===== config.mk =====
export PLATFORM = sky130hd
export DESIGN_NAME = dcr_regs
export DESIGN_NICKNAME = d
export VERILOG_FILES = /design/src/rtl/dcr_status_group.v /design/src/rtl/dcr_regs.v
export VERILOG_INCLUDE_DIRS = /design/src /design/src/rtl
export SDC_FILE = /design/constraint.sdc
export NUM_CORES = 1
export LEC_CHECK = 0
export BUFFER_PORTS_ARGS = -buffer_cell sky130_fd_sc_hd__buf_2
export CAP_MARGIN = 10
export CELL_PAD_IN_SITES_DETAIL_PLACEMENT = 1
export CELL_PAD_IN_SITES_GLOBAL_PLACEMENT = 1
export CORE_ASPECT_RATIO = 1.1
export CORE_UTILIZATION = 46
export CTS_CLUSTER_DIAMETER = 150
export DETAILED_ROUTE_END_ITERATION = 8
export PLACE_DENSITY = 0.95
export SLEW_MARGIN = 20
export SYNTH_ARGS = -nofsm -noshare
export SYNTH_HDL_FRONTEND = slang
export SYNTH_SLANG_ARGS = --single-unit
export TNS_END_PERCENT = 10

===== constraint.sdc =====
create_clock -name i_clock -period 4 [get_ports i_clock]
set_input_delay 0 -clock i_clock [delete_from_list [all_inputs] [get_ports i_clock]]
set_output_delay 0 -clock i_clock [all_outputs]
set_load 0.05 [all_outputs]

===== src/rtl/dcr_defines.vh =====
// Constants for the DMA channel control register block.
// Assumes an 8-bit CPU I/O port with byte addresses.
`ifndef DCR_DEFINES_VH
`define DCR_DEFINES_VH
// Compatibility-mode port offsets, group 0-3.
`define DCR_LO_STATUS 8'h08
`define DCR_LO_MASK_BIT 8'h0a
`define DCR_LO_MODE 8'h0b
`define DCR_LO_CLR_PTR 8'h0c
`define DCR_LO_MCLR 8'h0d
`define DCR_LO_CLR_MASK 8'h0e
`define DCR_LO_MASK_ALL 8'h0f
// Compatibility-mode port offsets, group 4-7.
`define DCR_HI_STATUS 8'hd0
`define DCR_HI_MASK_BIT 8'hd4
`define DCR_HI_MODE 8'hd6
`define DCR_HI_CLR_PTR 8'hd8
`define DCR_HI_MCLR 8'hda
`define DCR_HI_CLR_MASK 8'hdc
`define DCR_HI_MASK_ALL 8'hde
// Extended-mode ports.
`define DCR_EXT_FUNC 8'h18
`define DCR_EXT_EXEC 8'h1a
// Extended commands, function register bits 7-4.
`define DCR_CMD_STATUS 4'h6
`define DCR_CMD_MODE 4'h7
`define DCR_CMD_ARB 4'h8
`define DCR_CMD_MASK_SET 4'h9
`define DCR_CMD_MASK_CLR 4'ha
`define DCR_CMD_MCLR 4'hd
// Field positions.
`define DCR_MASKBIT_POS 2
`define DCR_MODE_SEL_HI 7
`define DCR_MODE_SEL_LO 6
`define DCR_MODE_DIR_POS 5
`define DCR_MODE_AUTO_POS 4
`define DCR_MODE_TYPE_HI 3
`define DCR_MODE_TYPE_LO 2
// Reset values, the processor's arbitration level and the reserved transfer type.
`define DCR_MASK_RESET 4'hf
`define DCR_MODE_RESET 8'h00
`define DCR_ARB_RESET_0 4'h8
`define DCR_ARB_RESET_4 4'h9
`define DCR_ARB_SYSTEM 4'hf
`define DCR_XTYPE_RSVD 2'h3
`endif


===== src/rtl/dcr_status_group.v =====
// One four-channel status byte: request and terminal count flags.
// Assumes request levels and terminal-count pulses are on i_clock.
`timescale 1ns/100ps
`default_nettype none
module dcr_status_group (
  // Clock and reset.
  input wire i_clock,
  input wire i_reset_n,
  // Events and clear.
  input wire i_clear,
  input wire [3:0] i_request,
  input wire [3:0] i_tc_pulse,
  // Status byte.
  output reg [7:0] o_status
);
  // Terminal count is sticky until read or cleared; a new pulse wins.
  always @(posedge i_clock) begin
    if (!i_reset_n) begin
      o_status <= 8'h00;
    end else begin
      o_status[7:4] <= i_clear ? 4'h0 : i_request;
      o_status[3:0] <= (i_clear ? 4'h0 : o_status[3:0]) | i_tc_pulse;
    end
  end
endmodule
`default_nettype wire


===== src/rtl/dcr_regs.v =====
// Mask, mode, arbitration-level and status registers of an eight-channel DMA unit.
// Assumes the CPU I/O strobes are on i_clock, one-cycle wide, and only while idle.
`include "dcr_defines.vh"
`timescale 1ns/100ps
`default_nettype none
module dcr_regs #(
  parameter CHANNELS = 8
) (
  // Clock and reset; transfers run on this same CPU clock.
  input wire i_clock,
  input wire i_reset_n,
  // CPU I/O port.
  input wire i_wr,
  input wire i_rd,
  input wire [7:0] i_addr,
  input wire [7:0] i_wdata,
  output reg [7:0] o_rdata,
  // Channel events from the transfer engine.
  input wire [CHANNELS-1:0] i_request,
  input wire [CHANNELS-1:0] i_tc_pulse,
  input wire i_timeout_clear,
  // Transfer data path through the holding register.
  input wire i_hold_load,
  input wire [15:0] i_hold_data,
  output reg [15:0] o_hold_data,
  // Channel configuration to the transfer engine.
  output wire [CHANNELS-1:0] o_enable,
  output wire [CHANNELS-1:0] o_demand_ok,
  output wire [CHANNELS-1:0] o_decrement,
  output wire [CHANNELS-1:0] o_autoinit,
  output wire [2*CHANNELS-1:0] o_xfer_type,
  output wire [3:0] o_arb_level_0,
  output wire [3:0] o_arb_level_4,
  output wire o_arb_warn_0,
  output wire o_arb_warn_4
);
  reg [3:0] mask_lo;
  reg [3:0] mask_hi;
  reg [7:0] mode [0:CHANNELS-1];
  reg [3:0] arb_0;
  reg [3:0] arb_4;
  reg [7:0] ext_func;
  reg byte_ptr;
  wire [7:0] status_lo;
  wire [7:0] status_hi;
  wire ext_cmd_wr;
  wire ext_exec_wr;
  wire ext_exec_rd;
  wire mclr;
  wire status_rd_lo;
  wire status_rd_hi;
  wire [3:0] cmd;
  wire [2:0] ext_ch;
  integer i;

  // Applies a single-bit set/reset write to a four-bit mask.
  function [3:0] mask_bit_update;
    input [3:0] cur;
    input [7:0] data;
    begin
      mask_bit_update = cur;
      mask_bit_update[data[1:0]] = data[`DCR_MASKBIT_POS];
    end
  endfunction

  // Codes 1-3 and 5-7 collide with fixed channels; F is the processor's.
  function level_warn;
    input [3:0] lvl;
    begin
      level_warn = (lvl[3] == 1'b0 && lvl[1:0] != 2'b00) || lvl == `DCR_ARB_SYSTEM;
    end
  endfunction

  assign cmd = ext_func[7:4];
  assign ext_ch = ext_func[2:0];
  assign ext_cmd_wr = i_wr && i_addr == `DCR_EXT_FUNC;
  assign ext_exec_wr = i_wr && i_addr == `DCR_EXT_EXEC;
  assign ext_exec_rd = i_rd && i_addr == `DCR_EXT_EXEC;
  assign mclr = i_timeout_clear ||
    (i_wr && (i_addr == `DCR_LO_MCLR || i_addr == `DCR_HI_MCLR)) ||
    (ext_cmd_wr && i_wdata[7:4] == `DCR_CMD_MCLR);
  // Compatibility reads clear only the half at their port; extended reads only the one shown.
  assign status_rd_lo = (i_rd && i_addr == `DCR_LO_STATUS) ||
    (ext_exec_rd && cmd == `DCR_CMD_STATUS && !byte_ptr);
  assign status_rd_hi = (i_rd && i_addr == `DCR_HI_STATUS) ||
    (ext_exec_rd && cmd == `DCR_CMD_STATUS && byte_ptr);

  // Mask registers, both access modes.
  always @(posedge i_clock) begin
    if (!i_reset_n || mclr) begin
      mask_lo <= `DCR_MASK_RESET;
      mask_hi <= `DCR_MASK_RESET;
    end else if (i_wr) begin
      case (i_addr)
        `DCR_LO_MASK_BIT: mask_lo <= mask_bit_update(mask_lo, i_wdata);
        `DCR_HI_MASK_BIT: mask_hi <= mask_bit_update(mask_hi, i_wdata);
        `DCR_LO_MASK_ALL: mask_lo <= i_wdata[3:0];
        `DCR_HI_MASK_ALL: mask_hi <= i_wdata[3:0];
        `DCR_LO_CLR_MASK: mask_lo <= 4'h0;
        `DCR_HI_CLR_MASK: mask_hi <= 4'h0;
        `DCR_EXT_FUNC: begin
          if (i_wdata[7:4] == `DCR_CMD_MASK_SET) begin
            mask_lo <= `DCR_MASK_RESET;
            mask_hi <= `DCR_MASK_RESET;
          end else if (i_wdata[7:4] == `DCR_CMD_MASK_CLR) begin
            mask_lo <= 4'h0;
            mask_hi <= 4'h0;
          end
        end
        default: begin
        end
      endcase
    end
  end

  // Mode registers; both access modes store the same format.
  always @(posedge i_clock) begin
    if (!i_reset_n) begin
      for (i = 0; i < CHANNELS; i = i + 1) begin
        mode[i] <= `DCR_MODE_RESET;
      end
    end else if (i_wr && i_addr == `DCR_LO_MODE) begin
      mode[{1'b0, i_wdata[1:0]}] <= i_wdata;
    end else if (i_wr && i_addr == `DCR_HI_MODE) begin
      mode[{1'b1, i_wdata[1:0]}] <= i_wdata;
    end else if (ext_exec_wr && cmd == `DCR_CMD_MODE) begin
      mode[ext_ch] <= {i_wdata[7:2], ext_ch[1:0]};
    end
  end

  // Arbitration levels; writes are live even mid-transfer.
  always @(posedge i_clock) begin
    if (!i_reset_n) begin
      arb_0 <= `DCR_ARB_RESET_0;
      arb_4 <= `DCR_ARB_RESET_4;
    end else if (ext_exec_wr && cmd == `DCR_CMD_ARB) begin
      if (ext_ch == 3'd0) begin
        arb_0 <= i_wdata[3:0];
      end else if (ext_ch == 3'd4) begin
        arb_4 <= i_wdata[3:0];
      end
    end
  end

  // Extended function register and byte pointer.
  always @(posedge i_clock) begin
    if (!i_reset_n) begin
      ext_func <= 8'h00;
      byte_ptr <= 1'b0;
    end else if (ext_cmd_wr) begin
      ext_func <= i_wdata;
      byte_ptr <= 1'b0;
    end else if (i_wr && (i_addr == `DCR_LO_CLR_PTR || i_addr == `DCR_HI_CLR_PTR)) begin
      byte_ptr <= 1'b0;
    end else if (ext_exec_rd || ext_exec_wr) begin
      byte_ptr <= ~byte_ptr;
    end
  end

  // Read data, registered one cycle after the strobe.
  always @(posedge i_clock) begin
    if (!i_reset_n) begin
      o_rdata <= 8'h00;
    end else if (i_rd) begin
      if (i_addr == `DCR_LO_STATUS) begin
        o_rdata <= status_lo;
      end else if (i_addr == `DCR_HI_STATUS) begin
        o_rdata <= status_hi;
      end else if (i_addr == `DCR_EXT_EXEC) begin
        case (cmd)
          `DCR_CMD_STATUS: o_rdata <= byte_ptr ? status_hi : status_lo;
          `DCR_CMD_MODE: o_rdata <= mode[ext_ch];
          `DCR_CMD_ARB: o_rdata <= {4'h0, (ext_ch[2] ? arb_4 : arb_0)};
          default: o_rdata <= 8'h00;
        endcase
      end else begin
        o_rdata <= 8'h00;
      end
    end
  end

  // Holding register, invisible to the CPU port.
  always @(posedge i_clock) begin
    if (!i_reset_n) begin
      o_hold_data <= 16'h0000;
    end else if (i_hold_load) begin
      o_hold_data <= i_hold_data;
    end
  end

  dcr_status_group u_status_lo (
    .i_clock(i_clock),
    .i_reset_n(i_reset_n),
    .i_clear(mclr || status_rd_lo),
    .i_request(i_request[3:0]),
    .i_tc_pulse(i_tc_pulse[3:0]),
    .o_status(status_lo)
  );

  dcr_status_group u_status_hi (
    .i_clock(i_clock),
    .i_reset_n(i_reset_n),
    .i_clear(mclr || status_rd_hi),
    .i_request(i_request[7:4]),
    .i_tc_pulse(i_tc_pulse[7:4]),
    .o_status(status_hi)
  );

  // Only demand mode runs; single, block and cascade are not honoured.
  genvar g;
  generate
    for (g = 0; g < CHANNELS; g = g + 1) begin : g_ch
      assign o_enable[g] = ~(g < 4 ? mask_lo[g % 4] : mask_hi[g % 4]) &&
        mode[g][`DCR_MODE_SEL_HI:`DCR_MODE_SEL_LO] == 2'b00 &&
        mode[g][`DCR_MODE_TYPE_HI:`DCR_MODE_TYPE_LO] != `DCR_XTYPE_RSVD;
      assign o_demand_ok[g] = mode[g][`DCR_MODE_SEL_HI:`DCR_MODE_SEL_LO] == 2'b00;
      assign o_decrement[g] = mode[g][`DCR_MODE_DIR_POS];
      assign o_autoinit[g] = mode[g][`DCR_MODE_AUTO_POS];
      assign o_xfer_type[2*g+1:2*g] = mode[g][`DCR_MODE_TYPE_HI:`DCR_MODE_TYPE_LO];
    end
  endgenerate

  assign o_arb_level_0 = arb_0;
  assign o_arb_level_4 = arb_4;
  assign o_arb_warn_0 = level_warn(arb_0);
  assign o_arb_warn_4 = level_warn(arb_4);
endmodule
`default_nettype wire


==> metrics.md <==
| Metric | Value |
|---|---|
| RSZ-0062 raised after global routing | no |
| Diode count | 0 |
| Post-synthesis mux area share | 11.7% |
| Starting DRT DRC Count | 404 |
| Met1 GRT Util | 35.2% |
| IO buf count | 135 |
| Starting Density | 47.5% |
| Post-layout util | 57.8% |
| WL final | 22200 um |
| Pre-antenna DRT Iters | 4 |
| Setup Buffers After CTS | 0 |
| Hold WC Path Type | input port to register |
| Core Footprint | 13900 um^2 |
| Clock power frac | 44.1% |
| Post-Synth Simple-Gate Area | 20.2% |
| Final hold vios | 0 |
| DR vias | 5609 |
| Remaining DRCs | 0 |
| Leak Pwr | 0.00317 uW |
| Largest net degree at the start of global routing | 48 |
| Antenna violations before repair | 1 |
| Max Slew Vio Count | 0 |
| Status | complete, no violations |
| CTS tree | done |
| Vert. Die Dim | 128 um |
| Fraction of the cycle the final worst path needs | 71.5% |
| RR Endpoint | mode[0][1] |
| Internal | 2490 uW |
| Post-synth top flop | dfxtp_1 |
| Arr. time, crit path | 2940 ps |
| Critical Path Start | ext_func[4] |
| Vias/cell | 5.93 |
| Part of the power in registers | 44.8% |
| Critical Path Slowest Stage Cell | nand3_1 |
| Synth top area cells | edfxtp_1 (29%), dfxtp_1 (20%), mux2i_1 (6.2%) |
| Fin Setup TNS | 0 ps |
| Detailed placer's ending HPWL | 15200 um |
| Critical Path Sink | mode[0][1] |
| RD Place Congestion | 0.921 |
| Yosys top cell area share | 29.1% |
| # fillers | 1527 |
| Vias in the first global route | 6005 |
| P_sw | 876 uW |
| Critical Path RT | 4080 ps |
| Sw frac | 26.1% |
| Cell count of the worst reg-to-reg path | 6 |
| R2R setup slack | 1140 ps |
| CP cell instances | and4b_1 > nand3_1 > nor3_1 > a22o_1 > nor2b_1 > nand2b_1 |
| Bufs on Longest Clock Path | 2 |
| Worst path depth | 6 |
| Mapped Area | 6610 um^2 |
| Combinational family with the most area after synthesis | simple AND/OR/NAND/NOR gates |
| Worst Setup Start Kind | register |
| Layout net count | 799 |
| WP buf/inv | 0 |
| Yosys cell types | 62 |
| Reg2reg start | ext_func[4] |
| Slowest stage delay, CP | 450 ps |
| Clock buffer count from CTS | 17 |
| Ys async rst share | 0% |
| Reg clk slew, reported paths | 60 ps |
| CP endpoint kind | register |
| H-tree Lvls | 4 |
| Count leader, synth | dfxtp_1 |
| Register area share after synthesis | 49.4% |
| P&R area growth vs syn | 21.7% |
| F_max | 350 MHz |
| Most used routing layer | met2 |
| Setup CP Type | register to register |
| Area of the multi-input gates | 2940 um^2 |
| Pwr Density | 418 nW/um^2 |
| Adder-cell share of the synthesized area | 0% |
| Syn avg cell area | 10.6 um^2 |
| XOR/XNOR Fraction of Synth Area | 0.133% |
| Routed Antenna Nets | 0 |
| Global route total overflow | 0 |
| First-pass GRT wire length | 33900 um |
| Register bit count reported by yosys | 131 |
| Post-synth top area cell | edfxtp_1 |
| Critical path's top delay family | simple AND/OR/NAND/NOR gates |
| Fraction of layout cells with a size suffix above 1 | 24.9% |
| Tmin final | 2860 ps |
| Synth Area in Compound Gates | 12.0% |
| Cell row count | 45 |
| Die W | 116 um |
| Met2 Resource Use GR | 54.3% |
| Finish-stage setup viols | 0 |
| Root Buffer | clkbuf_16 |
| Clock sink count | 131 |
| Clock latency on the worst-skew pair | 430 ps |
| Reg area | 3260 um^2 |
| Max-cap violations | 0 |
| WL per Instance | 23.5 um |
| Slew margin rel. | 45.2% |
| I/O pin cnt | 136 |
| Peak VDD IR | 0.336 mV |
| Number of synthesized flops with an enable pin | 64 |
| Final Skew | 11.2 ps |
| Worst Tran Pin Value | 817 ps |
| Total GRT Usage | 31.4% |
| Die area | 14800 um^2 |
| Synth Instances | 621 |
| Critical path fanouts, max | 12 |
| Gate power share | 11.1% |
| Commonest cells in the netlist | dfxtp_1 (67), edfxtp_1 (64), and2_1 (61) |
| Met3 usage | 6.52% |
| Ys Warns | 0 |
worst min-delay path by stage:
stage	from	endpoint	slack [ps]	cells past startpoint
detailed placement	i_request[3]	u_status_lo.o_status[7]	210	2
finish	i_addr[3]	register	50	4
global route	i_wdata[6]	ext_func[6]	60	3
floorplan	i_request[4]	u_status_hi.o_status[4]	120	1
CTS	i_wdata[6]	ext_func[6]	40	3
global placement	i_request[3]	u_status_lo.o_status[7]	210	2
power groups by stage:
| stage | registers (uW) | logic, uW | clock network [uW] |
|---|---|---|---|
| 2_1_floorplan | 1550 | 222 | 0 |
| 3_3_place_gp | 1530 | 325 | 0 |
| 3_5_place_dp | 1530 | 338 | 0 |
| 4_1_cts | 1500 | 366 | 1480 |
| 5_1_grt | 1510 | 391 | 1540 |
| 6_report | 1510 | 374 | 1480 |
worst min-delay path, cell delays in order:
cell and delay (ps):
buf_2 170, nand4_1 100, nor4b_1 60, nor2_1 110
layout by cell type, fill, tap and decap left out, drive strengths merged, types with 9 or more instances in the layout:
| cell type | n |
|---|---|
| dlygate4sd3 | 33 |
| nor2 | 47 |
| mux4 | 16 |
| mux2i | 41 |
| nand3 | 11 |
| nand2 | 33 |
| edfxtp | 64 |
| nor2b | 31 |
| and2 | 61 |
| a21oi | 25 |
| o21ai | 34 |
| a22o | 9 |
| buf | 137 |
| dfxtp | 67 |
| clkbuf | 21 |
metal layers:
metal / part of all wire, % / wire (um)
met1: 38 / 8400
met2: 51 / 11400
met3: 5.8 / 1280
met4: 5.1 / 1140
met5: 0 / 0
final cells by class:
cell class / instances / area share (%)
clock buffers: 21 / 5.48
well taps: 188 / 2.93
inverters: 8 / 0.373
clock inverters: 11 / 1.40
multi-input cells: 417 / 36.5
flip-flops and latches: 131 / 40.6
repair buffers: 170 / 12.7
metrics by stage:
stage	total power, uW	instance area [um^2]	worst slack, ps	instances	hold slack [ps]
after detailed placement	1870	7160	906	881	207
after global placement	1850	7160	1320	881	207
after global routing	3440	8040	934	946	63.9
final	3360	8040	1140	946	54.4
after floorplan	1770	6630	1120	628	122
after CTS	3350	8040	932	946	40.1
sequential cells by signal, indices dropped and copies added (netlist names), named ones only:
register / flops
byte_ptr: 1
o_arb_level_4: 4
ext_func: 7
u_status_hi.o_status: 8
o_hold_data: 16
o_rdata: 8
o_arb_level_0: 4
u_status_lo.o_status: 8
mode: 64
what timing repair did:
action                    CTS  global route
hold buffers               33             0
resized for setup           0             0
hold endpoints to repair   33             0
cell families (layout without fill, tap and decap cells):
| kind of cell | after synthesis | after routing |
|---|---|---|
| and+or+nand+nor | 233 | 233 |
| other | 1 | 8 |
| DFF | 131 | 131 |
| buffers and inverters | 80 | 210 |
| xor gates and xnor gates | 1 | 1 |
| AOI/OAI and AO/OA | 118 | 118 |
| muxes | 57 | 57 |
Note: power is estimated with default switching activity, not from simulation.
